## src/hw/phy_mgmt_pkg.sv

```systemverilog
// shared constants, field positions and carrier structs of the management register bank
package phy_mgmt_pkg;
  // ----------------------------------------
  // register indices
  // ----------------------------------------
  localparam logic [4:0] REG_CONTROL   = 5'h00; // basic_control
  localparam logic [4:0] REG_STATUS    = 5'h01; // basic_status
  localparam logic [4:0] REG_ID_HIGH   = 5'h02; // identifier_high
  localparam logic [4:0] REG_ID_LOW    = 5'h03; // identifier_low
  localparam logic [4:0] REG_ADVERTISE = 5'h04; // negotiation_advertise
  localparam logic [4:0] REG_PARTNER   = 5'h05; // partner_ability
  localparam logic [4:0] REG_EXPANSION = 5'h06; // negotiation_expansion
  localparam logic [4:0] REG_MMD_CTRL  = 5'h0d; // indirect access control
  localparam logic [4:0] REG_MMD_DATA  = 5'h0e; // indirect address/data
  localparam logic [4:0] REG_FUNC_CTRL = 5'h1c; // vendor function control
  // ----------------------------------------
  // field positions
  // ----------------------------------------
  localparam int CTL_RESET    = 15;
  localparam int CTL_LOOP     = 14;
  localparam int CTL_SPEED    = 13;
  localparam int CTL_ANEN     = 12;
  localparam int CTL_PDOWN    = 11;
  localparam int CTL_ISOLATE  = 10;
  localparam int CTL_RESTART  = 9;
  localparam int CTL_DUPLEX   = 8;
  localparam int CTL_COLTEST  = 7;
  localparam int STS_NOPRE    = 6;
  localparam int FUNC_LOOP    = 1;  // loopback enable in function control
  // ----------------------------------------
  // reset values and masks
  // ----------------------------------------
  localparam logic [15:0] STS_CONST     = 16'h7809; // fixed capability bits
  localparam logic [15:0] ADV_RESET     = 16'h81e1; // next page, 4 rates, selector 00001
  localparam logic [15:0] ADV_WMASK     = 16'hadff; // writable advertisement bits
  localparam logic [15:0] PARTNER_RESET = 16'h0001; // selector only
  localparam logic [15:0] MMD_CTRL_MASK = 16'hc01f; // function and device number
  localparam logic [15:0] FUNC_RESET    = 16'h0000;
  localparam logic        SPEED_RESET   = 1'b1;     // no speed strap
  // ----------------------------------------
  // indirect space
  // ----------------------------------------
  localparam logic [4:0]  MMD_DEV_AFED = 5'h1b;
  localparam logic [15:0] MMD_REG_AFED = 16'h0000;
  localparam logic [4:0]  MMD_DEV_SQ   = 5'h1c;
  localparam logic [15:0] MMD_REG_SQ   = 16'h00ac;
  localparam logic [1:0]  MMD_FN_ADDR   = 2'h0; // address access
  localparam logic [1:0]  MMD_FN_DATA   = 2'h1; // data, no increment
  localparam logic [1:0]  MMD_FN_INC_RW = 2'h2; // data, increment on reads and writes
  localparam logic [1:0]  MMD_FN_INC_WR = 2'h3; // data, increment on writes only
  // ----------------------------------------
  // serial frame
  // ----------------------------------------
  localparam logic [5:0] PRE_ONES  = 6'h20; // 32 preamble ones
  localparam logic [1:0] OP_READ   = 2'h2;
  localparam logic [1:0] OP_WRITE  = 2'h1;
  localparam logic [4:0] HDR_LAST  = 5'h0c; // start bit 2, op, phy, reg
  localparam logic [4:0] RD_LAST   = 5'h10; // 16 data bits then release
  localparam logic [4:0] WR_LAST   = 5'h11; // turnaround plus 16 data bits
  localparam logic [2:0] STRAP_SETTLE = 3'h3; // cycles for straps through synchroniser
  // ----------------------------------------
  // carriers
  // ----------------------------------------
  typedef struct packed {
    logic        link_up;
    logic        an_complete;
    logic        remote_fault;
    logic        jabber;
    logic        par_det_fault;
    logic        page_rx;
    logic        partner_an_able;
    logic        an_speed_100;
    logic        an_full_duplex;
    logic [15:0] partner_word;
    logic [15:0] signal_quality;
  } stat_s;
  typedef struct packed {
    logic        sw_reset;
    logic        an_restart;
    logic        core_enable;
    logic        loopback;
    logic        speed_100;
    logic        full_duplex;
    logic        an_enable;
    logic        isolate;
    logic        col_test;
    logic [15:0] afed_ctrl;
  } ctrl_s;
endpackage : phy_mgmt_pkg

```

## src/hw/phy_mgmt_sync.sv

```systemverilog
// two-flop synchroniser for pins entering the ref_clk domain
`timescale 1ns/1ps
module phy_mgmt_sync #(
  parameter int WIDTH = 1
) (
  input  wire logic             ref_clk,
  input  wire logic             rst,
  input  wire logic [WIDTH-1:0] d,
  output logic      [WIDTH-1:0] q
);
  // ----------------------------------------
  // checks
  // ----------------------------------------
  if (WIDTH < 1) begin : g_bad_width
    $error("phy_mgmt_sync needs at least one bit");
  end
  logic [WIDTH-1:0] meta; // first stage, read only by q
  // ----------------------------------------
  // two stages
  // ----------------------------------------
  always_ff @(posedge ref_clk or posedge rst) begin
    if (rst) begin
      meta <= '0;
      q    <= '0;
    end else begin
      meta <= d;
      q    <= meta;
    end
  end
endmodule : phy_mgmt_sync

```

## src/hw/phy_mgmt_regs.sv

```systemverilog
// management register bank with serial management frame engine
`timescale 1ns/1ps
module phy_mgmt_regs #(
  parameter logic [15:0] ID_HIGH  = 16'h5a3c, // arbitrary organisation bits
  parameter logic [5:0]  ID_TAIL  = 6'h2d,    // arbitrary organisation bits
  parameter logic [5:0]  MODEL    = 6'h13,    // arbitrary model number
  parameter logic [3:0]  REVISION = 4'h2      // arbitrary revision
) (
  input  wire logic          ref_clk,
  input  wire logic          rst,
  input  wire logic          mdc,
  input  wire logic          mdio_in,
  output logic               mdio_out,
  output logic               mdio_oe,
  input  wire logic [4:0]    phy_addr_strap,
  input  wire logic          negotiation_strap,
  input  wire logic          duplex_strap,
  input  phy_mgmt_pkg::stat_s core_stat,
  output phy_mgmt_pkg::ctrl_s core_ctrl
);
  // ----------------------------------------
  // types and helpers
  // ----------------------------------------
  typedef enum logic [2:0] {ST_PRE, ST_HDR, ST_TA, ST_READ, ST_WRITE, ST_SKIP} frame_e;

  // merge writable bits of a new word into an old one
  function automatic logic [15:0] merge(input logic [15:0] old_w, input logic [15:0] new_w,
                                        input logic [15:0] mask);
    merge = (old_w & ~mask) | (new_w & mask);
  endfunction : merge

  // ----------------------------------------
  // pin synchronisation
  // ----------------------------------------
  logic [8:0] pins_s;    // synchronised pins
  logic       mdc_q;     // previous synced mdc
  phy_mgmt_sync #(.WIDTH(9)) u_sync (
    .ref_clk (ref_clk),
    .rst     (rst),
    .d       ({mdc, mdio_in, phy_addr_strap, negotiation_strap, duplex_strap}),
    .q       (pins_s)
  );
  wire       mdc_s   = pins_s[8];
  wire       bit_in  = pins_s[7];
  wire [4:0] addr_s  = pins_s[6:2];
  wire       neg_s   = pins_s[1];
  wire       dup_s   = pins_s[0];
  wire       rise    = mdc_s & ~mdc_q; // link clock rising edge

  // ----------------------------------------
  // register state
  // ----------------------------------------
  logic        loop_q, speed_q, anen_q, pdown_q, iso_q, dup_q, col_q;
  logic        sw_q, restart_q;        // one-cycle pulses
  logic [2:0]  strap_cnt;              // strap settle countdown
  logic [4:0]  phy_addr;               // latched address strap
  logic        nopre_q;                // preamble suppression
  logic        link_q, rf_q, jab_q;    // status latches
  logic        pdf_q, page_q;          // expansion latches
  logic [15:0] adv_q, partner_q, func_q, afed_q;
  logic [15:0] mmd_ctl;                // function and device number
  logic [15:0] mmd_addr [2];           // per-device address registers

  // ----------------------------------------
  // frame engine state
  // ----------------------------------------
  frame_e      state, next_state;
  logic [4:0]  cnt, next_cnt;
  logic [5:0]  pre_cnt;                // consecutive ones seen
  logic [12:0] hdr;
  logic [15:0] wr_sh, rd_sh;
  logic [4:0]  acc_reg;                // register of a write frame
  logic        next_oe, next_out;
  logic [15:0] rd_word;                // word picked by the read multiplexer
  localparam logic [5:0] PRE_ONES_W  = phy_mgmt_pkg::PRE_ONES;
  localparam int         CTL_RESET_I = phy_mgmt_pkg::CTL_RESET;
  localparam int         FUNC_LOOP_I = phy_mgmt_pkg::FUNC_LOOP;

  wire [12:0] hdr_next  = {hdr[11:0], bit_in};
  wire [15:0] wr_next   = {wr_sh[14:0], bit_in};
  wire [1:0]  op        = hdr_next[11:10];
  wire [4:0]  rd_addr   = hdr_next[4:0];
  wire        pre_ok    = (pre_cnt == PRE_ONES_W) | nopre_q;
  wire        hdr_done  = rise & (state == ST_HDR) & (cnt == phy_mgmt_pkg::HDR_LAST);
  wire        for_us    = hdr_next[12] & (hdr_next[9:5] == phy_addr);
  wire        rd_go     = hdr_done & for_us & (op == phy_mgmt_pkg::OP_READ);
  wire        wr_go     = rise & (state == ST_WRITE) & (cnt == phy_mgmt_pkg::WR_LAST);

  // ----------------------------------------
  // frame sequencing
  // ----------------------------------------
  always_comb begin
    next_state = state;
    next_cnt   = cnt;
    next_oe    = mdio_oe;
    next_out   = mdio_out;
    if (rise) begin
      case (state)
        ST_PRE: begin
          if (!bit_in && pre_ok) begin // start bit zero after 32 idle ones, or at any time while preamble suppression is set
            next_state = ST_HDR;
            next_cnt   = '0;
          end
        end
        ST_HDR: begin
          next_cnt = cnt + 5'h01;
          if (cnt == phy_mgmt_pkg::HDR_LAST) begin
            next_cnt = '0;
            if (!hdr_next[12]) begin // bad start, resync
              next_state = ST_PRE;
            end else if (!for_us) begin // other address, ride it out
              next_state = ST_SKIP;
            end else if (op == phy_mgmt_pkg::OP_READ) begin
              next_state = ST_TA;
            end else if (op == phy_mgmt_pkg::OP_WRITE) begin
              next_state = ST_WRITE;
            end else begin
              next_state = ST_SKIP;
            end
          end
        end
        ST_TA: begin // drive the zero turnaround bit
          next_state = ST_READ;
          next_cnt   = '0;
          next_oe    = 1'b1;
          next_out   = 1'b0;
        end
        ST_READ: begin
          next_cnt = cnt + 5'h01;
          next_out = rd_sh[15];
          if (cnt == phy_mgmt_pkg::RD_LAST) begin // release after last bit
            next_state = ST_PRE;
            next_oe    = 1'b0;
            next_out   = 1'b0;
          end
        end
        ST_WRITE, ST_SKIP: begin
          next_cnt = cnt + 5'h01;
          if (cnt == phy_mgmt_pkg::WR_LAST) begin
            next_state = ST_PRE;
          end
        end
        default: begin
          next_state = ST_PRE;
          next_oe    = 1'b0;
        end
      endcase
    end
  end

  always_ff @(posedge ref_clk or posedge rst) begin
    if (rst) begin
      state    <= ST_PRE;
      cnt      <= '0;
      mdio_oe  <= 1'b0;
      mdio_out <= 1'b0;
      mdc_q    <= 1'b0;
    end else begin
      state    <= next_state;
      cnt      <= next_cnt;
      mdio_oe  <= next_oe;
      mdio_out <= next_out;
      mdc_q    <= mdc_s;
    end
  end

  // shifters and preamble counter
  always_ff @(posedge ref_clk or posedge rst) begin
    if (rst) begin
      pre_cnt <= '0;
      hdr     <= '0;
      wr_sh   <= '0;
      rd_sh   <= '0;
      acc_reg <= '0;
    end else if (rise) begin
      pre_cnt <= !bit_in ? 6'h00 : (pre_ok ? pre_cnt : pre_cnt + 6'h01);
      hdr     <= hdr_next;
      wr_sh   <= wr_next;
      if (hdr_done) acc_reg <= rd_addr;
      if (rd_go) rd_sh <= rd_word;
      else if (state == ST_READ) rd_sh <= {rd_sh[14:0], 1'b0};
    end
  end

  // ----------------------------------------
  // indirect space decode
  // ----------------------------------------
  wire [1:0]  mmd_fn   = mmd_ctl[15:14];
  wire [4:0]  mmd_dev  = mmd_ctl[4:0];
  wire        dev_ok   = (mmd_dev == phy_mgmt_pkg::MMD_DEV_AFED) | (mmd_dev == phy_mgmt_pkg::MMD_DEV_SQ);
  wire        dev_idx  = (mmd_dev == phy_mgmt_pkg::MMD_DEV_SQ);
  wire [15:0] cur_addr = mmd_addr[dev_idx];
  wire        hit_afed = (mmd_dev == phy_mgmt_pkg::MMD_DEV_AFED) & (cur_addr == phy_mgmt_pkg::MMD_REG_AFED);
  wire        hit_sq   = (mmd_dev == phy_mgmt_pkg::MMD_DEV_SQ) & (cur_addr == phy_mgmt_pkg::MMD_REG_SQ);
  wire [15:0] mmd_rd   = hit_afed ? afed_q : (hit_sq ? core_stat.signal_quality : 16'h0000);
  wire [15:0] addr_rd  = dev_ok ? cur_addr : 16'h0000; // unknown devices read zero

  // ----------------------------------------
  // access strobes
  // ----------------------------------------
  wire ctl_wr    = wr_go & (acc_reg == phy_mgmt_pkg::REG_CONTROL);
  wire soft_rst  = ctl_wr & wr_next[CTL_RESET_I] & ~pdown_q;
  wire pd_exit   = ctl_wr & wr_next[CTL_RESET_I] & pdown_q;
  wire sts_rd    = rd_go & (rd_addr == phy_mgmt_pkg::REG_STATUS);
  wire exp_rd    = rd_go & (rd_addr == phy_mgmt_pkg::REG_EXPANSION);
  wire data_rd   = rd_go & (rd_addr == phy_mgmt_pkg::REG_MMD_DATA) & (mmd_fn != phy_mgmt_pkg::MMD_FN_ADDR);
  wire data_wr   = wr_go & (acc_reg == phy_mgmt_pkg::REG_MMD_DATA) & (mmd_fn != phy_mgmt_pkg::MMD_FN_ADDR);
  wire addr_wr   = wr_go & (acc_reg == phy_mgmt_pkg::REG_MMD_DATA) & (mmd_fn == phy_mgmt_pkg::MMD_FN_ADDR);
  wire bump      = (data_wr & (mmd_fn[1])) | (data_rd & (mmd_fn == phy_mgmt_pkg::MMD_FN_INC_RW));

  // ----------------------------------------
  // read multiplexer
  // ----------------------------------------
  always_comb begin
    case (rd_addr)
      phy_mgmt_pkg::REG_CONTROL:   rd_word = {1'b0, loop_q, speed_q, anen_q, pdown_q, iso_q, 1'b0,
                                              dup_q, col_q, 7'h00};
      phy_mgmt_pkg::REG_STATUS:    rd_word = phy_mgmt_pkg::STS_CONST
                                             | {9'h000, nopre_q, core_stat.an_complete, rf_q, 1'b0,
                                                link_q, jab_q, 1'b0};
      phy_mgmt_pkg::REG_ID_HIGH:   rd_word = ID_HIGH;
      phy_mgmt_pkg::REG_ID_LOW:    rd_word = {ID_TAIL, MODEL, REVISION};
      phy_mgmt_pkg::REG_ADVERTISE: rd_word = adv_q;
      phy_mgmt_pkg::REG_PARTNER:   rd_word = partner_q;
      phy_mgmt_pkg::REG_EXPANSION: rd_word = {11'h000, pdf_q, partner_q[15], 1'b1, page_q,
                                              core_stat.partner_an_able};
      phy_mgmt_pkg::REG_MMD_CTRL:  rd_word = mmd_ctl;
      phy_mgmt_pkg::REG_MMD_DATA:  rd_word = (mmd_fn == phy_mgmt_pkg::MMD_FN_ADDR) ? addr_rd : mmd_rd;
      phy_mgmt_pkg::REG_FUNC_CTRL: rd_word = func_q;
      default:                     rd_word = 16'h0000;
    endcase
  end

  // ----------------------------------------
  // control register
  // ----------------------------------------
  always_ff @(posedge ref_clk or posedge rst) begin
    if (rst) begin
      {loop_q, pdown_q, iso_q, col_q, sw_q, restart_q} <= '0;
      speed_q   <= phy_mgmt_pkg::SPEED_RESET;
      anen_q    <= 1'b0;
      dup_q     <= 1'b1;
      strap_cnt <= phy_mgmt_pkg::STRAP_SETTLE;
    end else begin
      sw_q      <= soft_rst;
      restart_q <= ctl_wr & wr_next[phy_mgmt_pkg::CTL_RESTART] & ~soft_rst & ~pd_exit;
      if (soft_rst) begin // defaults, straps taken again next cycle
        {loop_q, pdown_q, iso_q, col_q} <= '0;
        speed_q   <= phy_mgmt_pkg::SPEED_RESET;
        dup_q     <= 1'b1;
        strap_cnt <= 3'h1;
      end else if (strap_cnt != 3'h0) begin
        strap_cnt <= strap_cnt - 3'h1;
        if (strap_cnt == 3'h1) begin
          anen_q <= neg_s;
          dup_q  <= ~dup_s;
        end
      end else if (pd_exit) begin
        pdown_q <= 1'b0;
      end else if (ctl_wr) begin
        loop_q  <= wr_next[phy_mgmt_pkg::CTL_LOOP];
        speed_q <= wr_next[phy_mgmt_pkg::CTL_SPEED];
        anen_q  <= wr_next[phy_mgmt_pkg::CTL_ANEN];
        pdown_q <= wr_next[phy_mgmt_pkg::CTL_PDOWN];
        iso_q   <= wr_next[phy_mgmt_pkg::CTL_ISOLATE];
        dup_q   <= wr_next[phy_mgmt_pkg::CTL_DUPLEX];
        col_q   <= wr_next[phy_mgmt_pkg::CTL_COLTEST];
      end
    end
  end

  // address strap taken in the same cycle as the strap loads
  always_ff @(posedge ref_clk or posedge rst) begin
    if (rst) begin
      phy_addr <= '0;
    end else if (strap_cnt == 3'h1) begin
      phy_addr <= addr_s;
    end
  end

  // ----------------------------------------
  // status and expansion latches
  // ----------------------------------------
  always_ff @(posedge ref_clk or posedge rst) begin
    if (rst) begin
      {link_q, rf_q, jab_q, pdf_q, page_q} <= '0;
      nopre_q <= 1'b1;
    end else if (soft_rst) begin
      {link_q, rf_q, jab_q, pdf_q, page_q} <= '0;
      nopre_q <= 1'b1;
    end else begin
      link_q <= sts_rd ? core_stat.link_up : (link_q & core_stat.link_up);
      rf_q   <= core_stat.remote_fault | (rf_q & ~sts_rd);
      jab_q  <= core_stat.jabber | (jab_q & ~sts_rd);
      pdf_q  <= core_stat.par_det_fault | (pdf_q & ~exp_rd);
      page_q <= core_stat.page_rx | (page_q & ~exp_rd);
      if (wr_go && acc_reg == phy_mgmt_pkg::REG_STATUS) nopre_q <= wr_next[phy_mgmt_pkg::STS_NOPRE];
    end
  end

  // ----------------------------------------
  // advertisement, partner, vendor and indirect
  // ----------------------------------------
  always_ff @(posedge ref_clk or posedge rst) begin
    if (rst) begin
      adv_q       <= phy_mgmt_pkg::ADV_RESET;
      partner_q   <= phy_mgmt_pkg::PARTNER_RESET;
      func_q      <= phy_mgmt_pkg::FUNC_RESET;
      mmd_ctl     <= '0;
      afed_q      <= '0;
      mmd_addr[0] <= '0;
      mmd_addr[1] <= '0;
    end else if (soft_rst) begin
      adv_q       <= phy_mgmt_pkg::ADV_RESET;
      partner_q   <= phy_mgmt_pkg::PARTNER_RESET;
      func_q      <= phy_mgmt_pkg::FUNC_RESET;
      mmd_ctl     <= '0;
      afed_q      <= '0;
      mmd_addr[0] <= '0;
      mmd_addr[1] <= '0;
    end else begin
      if (wr_go && acc_reg == phy_mgmt_pkg::REG_ADVERTISE) begin
        adv_q <= merge(adv_q, wr_next, phy_mgmt_pkg::ADV_WMASK);
      end
      if (core_stat.page_rx) partner_q <= core_stat.partner_word;
      if (wr_go && acc_reg == phy_mgmt_pkg::REG_FUNC_CTRL) func_q <= wr_next;
      if (wr_go && acc_reg == phy_mgmt_pkg::REG_MMD_CTRL) begin
        mmd_ctl <= merge(mmd_ctl, wr_next, phy_mgmt_pkg::MMD_CTRL_MASK);
      end
      if (data_wr && hit_afed) afed_q <= wr_next;
      if (addr_wr && dev_ok) begin
        mmd_addr[dev_idx] <= wr_next;
      end else if (bump && dev_ok) begin
        mmd_addr[dev_idx] <= cur_addr + 16'h0001;
      end
    end
  end

  // ----------------------------------------
  // outputs to the transceiver core
  // ----------------------------------------
  assign core_ctrl.sw_reset    = sw_q;
  assign core_ctrl.an_restart  = restart_q & ~pdown_q;
  assign core_ctrl.core_enable = ~pdown_q;
  assign core_ctrl.loopback    = loop_q & func_q[FUNC_LOOP_I] & ~pdown_q;
  assign core_ctrl.speed_100   = anen_q ? core_stat.an_speed_100 : speed_q;
  assign core_ctrl.full_duplex = anen_q ? core_stat.an_full_duplex : dup_q;
  assign core_ctrl.an_enable   = anen_q;
  assign core_ctrl.isolate     = iso_q;
  assign core_ctrl.col_test    = col_q & ~pdown_q;
  assign core_ctrl.afed_ctrl   = afed_q;
endmodule : phy_mgmt_regs

```

## config.mk

```make
export PLATFORM = sky130hd
export DESIGN_NAME = phy_mgmt_regs
export DESIGN_NICKNAME = d
export VERILOG_FILES = /design/src/hw/phy_mgmt_pkg.sv /design/src/hw/phy_mgmt_sync.sv /design/src/hw/phy_mgmt_regs.sv
export SDC_FILE = /design/constraint.sdc
export NUM_CORES = 1
export LEC_CHECK = 0
export BUFFER_PORTS_ARGS = -buffer_cell sky130_fd_sc_hd__buf_4
export CAP_MARGIN = 0
export CORE_MARGIN = 4
export CORE_UTILIZATION = 65
export DETAILED_ROUTE_END_ITERATION = 10
export GPL_ROUTABILITY_DRIVEN = 0
export PLACE_DENSITY_LB_ADDON = 0.2
export SYNTH_ARGS = -nofsm -noshare
export SYNTH_HDL_FRONTEND = slang
export SYNTH_SLANG_ARGS = --single-unit
```

## constraint.sdc

```tcl
create_clock -name ref_clk -period 11.8 [get_ports ref_clk]
set_input_delay 2.36 -clock ref_clk [delete_from_list [all_inputs] [get_ports ref_clk]]
set_output_delay 2.36 -clock ref_clk [all_outputs]
set_load 0.005 [all_outputs]
```

### Word level (Yosys, flattened, before mapping)

Index checks and enable logic that the tools add are counted.

| cells by class | value |
|---|---|
| multiplexer cells | 86 |
| bitwise logic cells | 53 |
| eq/ne operators | 42 |
| reduce and logical (&&, ||, !) cells | 46 |
| add/sub/neg operators | 4 |
| order comparisons | 2 |

Operators with widths:

| cell | number |
|---|---|
| 16-bit 2-to-1 mux | 20 |
| 16-bit case mux with 10 select lines | 1 |
| 32-bit 2-to-1 mux | 3 |
| 32-bit bitwise mux | 2 |
| 1-bit 2-to-1 mux | 42 |
| 1-bit AND | 35 |
| 5-bit equality test, second input constant | 6 |
| 3-bit 2-to-1 mux | 9 |
| 5-bit by 4-bit equality test with 1-bit output, second input constant | 5 |
| 2-bit nonzero test | 12 |
| 5-bit by 3-bit equality test with 1-bit output, second input constant | 4 |
| 5-bit case mux with 4 select lines | 1 |
| 16-bit by 1-bit adder with 16-bit output, second input constant | 1 |
| 16-bit demux with 1-bit select | 1 |
| 16-bit by 8-bit equality test with 1-bit output, second input constant | 1 |
| 16-bit logical NOT | 1 |
| 14-bit by 16-bit bitwise OR with 16-bit output | 1 |
| 15-bit by 16-bit bitwise OR with 16-bit output | 1 |
| 3-bit case mux with 5 select lines | 1 |
| 6-bit 2-to-1 mux | 2 |
| 2-bit != test, second input constant | 6 |
| 3-bit AND reduction | 4 |
| 3-bit nonzero test | 4 |
| 5-bit by 1-bit equality test with 1-bit output, second input constant | 2 |
| 33 further kinds | 68 |

| word-level totals | value |
|---|---|
| word-level logic and storage cells | 269 |
| flip-flop bits (word level) | 218 |
| output and inout bits | 27 |

### Depth between registers and ports, before layout

Gate-level depths: netlist of the first run.

| depth | value |
|---|---|
| depth in word-level cells | 14 |
| gate-level depth with buffers | 14 |

### By module

Synthesis of the first run repeated with hierarchy kept, for this count alone.

| unflattened totals | value |
|---|---|
| cell total of the unflattened synthesis | 1,108 |
| area, all modules | 10,652.7 um^2 |

By module, submodules not included:

| module | area an instance (um^2) | instances | cells an instance |
|---|---|---|---|
| phy_mgmt_regs | 10,198.5 | 1 | 1,089 |
| phy_mgmt_sync | 454.2 | 1 | 19 |

### Worst setup path after synthesis of the first run

OpenSTA, ideal clock, no wires.

| path | value |
|---|---|
| kind | input to output |
| from | input core_stat[32] in the netlist's numbering |
| to | output core_ctrl[19] in the netlist's numbering |
| stages on the path | 1 |
| path buffers | 0 |
| path slack | 6.825 ns |
| arrival | 2.615 ns |
| cells stage by stage | mux2_2 |

| on the way | value |
|---|---|
| word-level cells in the longest chain between the ends | 1 |

RTL lines:

| item | RTL line | source |
|---|---|---|
| from (decl) | phy_mgmt_regs.sv:18 | `input phy_mgmt_pkg::stat_s core_stat,` |
| 1-bit 2-to-1 mux | phy_mgmt_regs.sv:347 | `assign core_ctrl.full_duplex = anen_q ? core_stat.an_full_duplex : dup_q;` |
| to (decl) | phy_mgmt_regs.sv:19 | `output phy_mgmt_pkg::ctrl_s core_ctrl` |

Every way passes these cells.

==> results of run 1 <==
[cell usage in the layout (no fill, tap or decap), types with 9 or more instances in the layout]
cell type and instances:
a21oi_1 63, a22oi_1 16, and3_1 9, buf_4 93
clkbuf_16 17, dfrtp_1 182, dfstp_2 12, ha_1 11
inv_1 21, mux2_2 22, mux2i_1 85, nand2_1 139
nand2b_1 10, nand3_1 54, nand4_1 13, nor2_1 146
nor3_1 26, o21ai_0 66, o22ai_1 12, o31ai_1 9
xnor2_1 20, xor2_1 11
[how the worst max path moves through the flow]
stage                  start       endpoint  slack, ps  cells past startpoint
6_report       core_stat[33]  core_ctrl[20]       6560                      3
5_1_grt        core_stat[33]  core_ctrl[20]       6560                      3
4_1_cts        core_stat[33]  core_ctrl[20]       6560                      3
3_5_place_dp   core_stat[33]  core_ctrl[20]       6560                      3
3_3_place_gp   core_stat[32]  core_ctrl[19]       6590                      3
2_1_floorplan            rst     acc_reg[0]       4180                      1
[cell families after synthesis]
logic type / share of synthesized area (%)
AO/OA/AOI/OAI: 14.6
XOR/XNOR: 2.58
adder cells (fa/ha/maj): 1.31
buffers and inverters: 3.92
flip-flops: 46.3
multiplexers: 10.5
AND/OR/NAND/NOR: 20.8
[stage by stage]
step                      setup slack [ps]  util [%]
final                                 6560      74.1
after global routing                  6560      74.1
after CTS                             6560      74.1
after detailed placement              6560      70.4
after global placement                6590      70.4
after floorplan                       4180         -
[layout make-up]
| cell class | count | share of cell area [%] |
|---|---|---|
| Clock buffer | 17 | 3.61 |
| Clock inverter | 15 | 1.40 |
| Inverter | 22 | 0.765 |
| Multi-Input combinational cell | 848 | 44.6 |
| Sequential cell | 194 | 41.4 |
| Tap cell | 216 | 2.30 |
| Timing Repair Buffer | 93 | 5.93 |
[power groups by stage]
stage	Combinational, mW	Clock [mW]	Sequential, mW
final	0.147	0.590	0.735
after global routing	0.159	0.623	0.735
after CTS	0.144	0.594	0.731
after detailed placement	0.143	0	0.744
after global placement	0.140	0	0.743
after floorplan	0.105	0	0.708
[metal layers]
layer | vias up | global-route usage [%]
met2 | 590 | 50.8
met1 | 4454 | 47.6
met4 | 0 | 15.6
met3 | 109 | 8.10
li1 | 4132 | -
met5 | - | 0
==> results.ini, run 1 <==
[pwr]
powerDensity_nw_per_um2=125
pwr-share-clk_pct=40.1
comb_power_share_pct=10.0
peakVddDrop_uv=113
leakage_nw=5.18
seqPwrFrac_pct=49.9
p_int_mw=1.04
p_sw_share_pct=29.4
total_power_mw=1.47
net-switching-power_mw=0.433

[hold_path]
hold_depth=0
hold_class=register to register
holdPathEnd=u_sync.q[7]
hold_start=u_sync.meta[7]

[synth]
yosys.cell_types.count=76
yosysSeqAreaShare_pct=46.3
synth_area_sq_um=10500
ys.flop_type=dfrtp_1
ys_ff_latch=194
synth.top_cell.area_share_pct=43.3
synthCells=1141
synth-edff-count=0
synthesis.nets=1204
synth-async-reset-ratio_pct=100
ys_top_cells_by_area=dfrtp_1 43%, mux2i_1 8.1%, nor2_1 5.2%
yosysMostFrequentCell=dfrtp_1
synth.largest_area_cell=dfrtp_1
synth_common_cells=182 x dfrtp_1, 147 x nor2_1, 139 x nand2_1, 85 x mux2i_1, 66 x o21ai_0
yosysWarnings=0
syn-mean-instance-area_sq_um=9.22

[detailed_routing]
route.detailed.wl_per_inst_microns=21.7
vias=9285
wl_met1_mm=12.3
drc=0
route.met3.wl_mm=3.30
routed_wl_mm=30.6
via_per_inst=6.61
drtPass1Iterations=6
route.met2.wl_mm=13.6
drt_iter0_drc=1475
top_layer_used=met4
drt.antenna.violating_nets=0

[critical_path]
worstPathMaxFanout=1
critical_path_buf_inv_count=2
slowest_stage=mux2_2
crit_path_max_incr_delay_ps=270
required_ps=9440
critPathCaptureType=output pin
worst-r2r-setup-slack_ps=8220
start_kind=primary input
crit_path_frequent_cell=buf_4
crit_family=multiplexers
r2r-start=mmd_ctl[1]
r2r-end=afed_q[11]
cp_cell_sequence=buf_4, mux2_2, buf_4
reg2regPathDepth=13
path_class=primary input to output pin
cp_data_arrival_time_ps=2880

[grt]
grt_pass1_vias=8805
overflow=0
antenna_found_initial=0
grt_max_degree=124
gr-usage-all-layers_pct=34.0
grt_pass1_wl_mm=48.3

[finish]
largest-register=mmd_addr
fillCellCount=1187
area_growth_pct=11.9
layout.nets=1239
insertedDiodeCount=0
largest_reg_flops=32
final_area_sq_um=11800
seqCellArea_sq_um=4870
multi_input_area_sq_um=5260
instances_no_fill=1405
final_layout_size_suffix_gt1_share_pct=15.6

[floorplanning]
die_area_sq_um=18300
rows=46
io_pins=79
dieWidth_microns=135
start_util_pct=66.2
coreArea_sq_um=15900
fp.dieH_microns=135

[clock_network]
cts_tree=built
clk_latency_ps=450
clkSinkCount=194
ctsResizeCount=0
clockRootBuffer=clkbuf_16
hold_buffers=0
clockBufferDepth=2
cts_buffers=17
postCtsSetupBuffers=0
htreeDepth=4
clkSlewWorstSetupHoldPaths_ps=70

[sta]
layout_min_cycle_time_ps=5240
whs_ps=351
worst_pin_slew_ps=1180
report.final.slew_viol_count=0
post-route-period-util_pct=44.4
clock_skew_ps=9.30
rsz0062_at_grt=no
hold_violations=0
setup_tns_ps=0
max_freq_mhz=191
setup_viol=0
relSlewSlack_pct=21.0

[placed_design]
dpl.cell_count=1373
postPlaceCellArea_sq_um=11200
hpwl_mm=20.9
port-buffer-count=78

[run_status]
status=finished, final reports clean

[flow_run]
max_cap_viol_count=0

(Power assumes the default switching activity.)
==> run 2, diff against run 1 <==
--- a/config.mk
+++ b/config.mk
@@ -8,7 +8,7 @@
 export BUFFER_PORTS_ARGS = -buffer_cell sky130_fd_sc_hd__buf_4
 export CAP_MARGIN = 0
 export CORE_MARGIN = 4
-export CORE_UTILIZATION = 65
+export CORE_UTILIZATION = 55
 export DETAILED_ROUTE_END_ITERATION = 10
 export GPL_ROUTABILITY_DRIVEN = 0
 export PLACE_DENSITY_LB_ADDON = 0.2
==> constraint.sdc (replaced) <==
create_clock -name ref_clk -period 4.4 [get_ports ref_clk]
set_input_delay 0.88 -clock ref_clk [delete_from_list [all_inputs] [get_ports ref_clk]]
set_output_delay 0.88 -clock ref_clk [all_outputs]
set_load 0.005 [all_outputs]
==> run 2 against run 1 <==
Register-to-register slack got worse by 7300 ps. Clock power grew to 2.7 times the previous value. Power rose to 2.7 times the previous value. Critical path depth increased by 9. Core utilization down 11 points. Final cell count increased by 1.5%. Sequential share of layout area is 0.31 points lower. Largest power group unchanged. Clock skew increased by 5.0 ps. Hold slack got worse by 3.0 ps. Via count fell by 1.8%. Critical endpoint is now afed_q[4]. Routed wire length up 1.6%. Critical path type is now register to register. Combinational power grew to 2.7 times the previous value. Highest routed layer unchanged.
==> results.ini, run 2 (synthesized netlist as in run 1, its figures left out) <==
[detailed_routing]
drt.antenna.violating_nets=0
via_per_inst=6.39
vias=9114
wl_met1_mm=12.7
route.detailed.wl_per_inst_microns=21.8
drt_iter0_drc=1264
drtPass1Iterations=8
drc=0
route.met3.wl_mm=2.69
routed_wl_mm=31.0
route.met2.wl_mm=14.3
top_layer_used=met4

[placed_design]
hpwl_mm=21.5
post-place-ws_ps=979
port-buffer-count=78
dpl.cell_count=1395

[critical_path]
path_class=register to register
required_ps=4720
worstPathMaxFanout=13
crit_path_frequent_cell=nor2_1
cp_cell_sequence=or3b_1, nor2_2, mux2_2, inv_1, ha_1, nor4b_1, nand3_1, nor2_1, nor3b_2, buf_12, mux2i_1, nor2_1
crit_path_max_incr_delay_ps=540
crit_family=simple AND/OR/NAND/NOR gates
slowest_stage=or3b_1
cp_data_arrival_time_ps=3800
start_kind=register
critPathCaptureType=register
critical_path_buf_inv_count=2

[clock_network]
ctsResizeCount=0
clk_latency_ps=440
htreeDepth=4
cts_buffers=17
clockBufferDepth=2
clockRootBuffer=clkbuf_16
clkSinkCount=194
hold_buffers=0
cts_tree=built
clkSlewWorstSetupHoldPaths_ps=70
postCtsSetupBuffers=0

[sta]
worst_pin_slew_ps=1200
fin_ws_ps=912
hold_violations=0
setup_tns_ps=0
layout_min_cycle_time_ps=3490
relSlewSlack_pct=19.2
clock_skew_ps=14.3
rsz0062_at_grt=no
report.final.slew_viol_count=0
max_freq_mhz=287
post-route-period-util_pct=79.3
setup_viol=0

[floorplanning]
rows=50
io_pins=79
coreArea_sq_um=18800
die_area_sq_um=21400
start_util_pct=56.1
dieWidth_microns=146
fp.dieH_microns=146

[finish]
largest_reg_flops=32
largest-register=mmd_addr
final_layout_size_suffix_gt1_share_pct=15.8
area_growth_pct=12.8
instances_no_fill=1426
layout_commonest_cell=dfrtp_1
layout.nets=1243
fin_util_pct=63.2
final_cell_mix=182 x dfrtp_1, 146 x nor2_1, 139 x nand2_1
insertedDiodeCount=0

[pwr]
powerDensity_nw_per_um2=333
peakVddDrop_uv=318
total_power_mw=3.96
leakage_nw=5.20

[grt]
grt_max_degree=195
grt_pass1_wl_mm=49.5
overflow=0
antenna_found_initial=0
grt_pass1_vias=8796
gr-usage-all-layers_pct=29.2

[hold_path]
hold_class=register to register

[run_status]
status=finished, final reports clean

[flow_run]
max_cap_viol_count=0

## run 2: cell count changes in the layout (fill, tap and decap cells not counted)
cell / before / now
buf_12: 0 / 3
bufinv_16: 1 / 2
buf_4: 93 / 94
clkinv_4: 0 / 2
inv_8: 7 / 4
clkinv_8: 1 / 0
clkinv_2: 2 / 1
clkinvlp_4: 2 / 3
## run 2: per-stage QoR
step                      hold slack (ps)  area (sq um)
after floorplan                       331         10500
after global placement                331         11300
after detailed placement              335         11300
after CTS                             352         11900
after global routing                  360         11900
final                                 348         11900
## run 2: final cells by class
class | count | area [sq um]
clock inverter | 14 | 169
sequential | 194 | 4870
inverter | 22 | 86.3
tap | 234 | 293
multi-input combinational | 848 | 5260
fill | 1589 | 6900
clock buffer | 17 | 425
timing repair buffer | 97 | 766
## run 2: path summary, 6_finish.rpt
kind / depth (start not counted) / startpoint / endpoint / slack [ps]
min in group asynchronous: 3 / rst / phy_addr[3] / 750
worst min-delay path: 0 / u_sync.meta[2] / u_sync.q[2] / 350
max in group asynchronous: 3 / rst / cnt[2] / 2920
worst max-delay path: 12 / mmd_ctl[1] / afed_q[4] / 910
worst max register to register: 12 / mmd_ctl[1] / afed_q[4] / 910
worst min register to register: 0 / u_sync.meta[2] / u_sync.q[2] / 350
## run 2: worst register-to-register path, cell delays in order, from the launching register on
cell and delay [ps]:
dfrtp_1 450, or3b_1 540, nor2_2 200, mux2_2 400, inv_1 80, ha_1 170, nor4b_1 260, nand3_1 130
nor2_1 180, nor3b_2 490, buf_12 230, mux2i_1 190, nor2_1 60
## run 2: report_power, final
| part | internal, mW | switching (mW) | leakage, nW |
|---|---|---|---|
| Sequential | 1.84 | 0.130 | 2.50 |
| Combinational | 0.143 | 0.257 | 2.41 |
| Clock | 0.856 | 0.735 | 0.288 |
| Total | 2.83 | 1.12 | 5.20 |
## run 2: routing by layer
layer  up-vias  track usage (%)
met1      4400             40.3
met4         0             11.5
li1       4136                -
met5         -                0
met2       487             45.7
met3        91             5.77
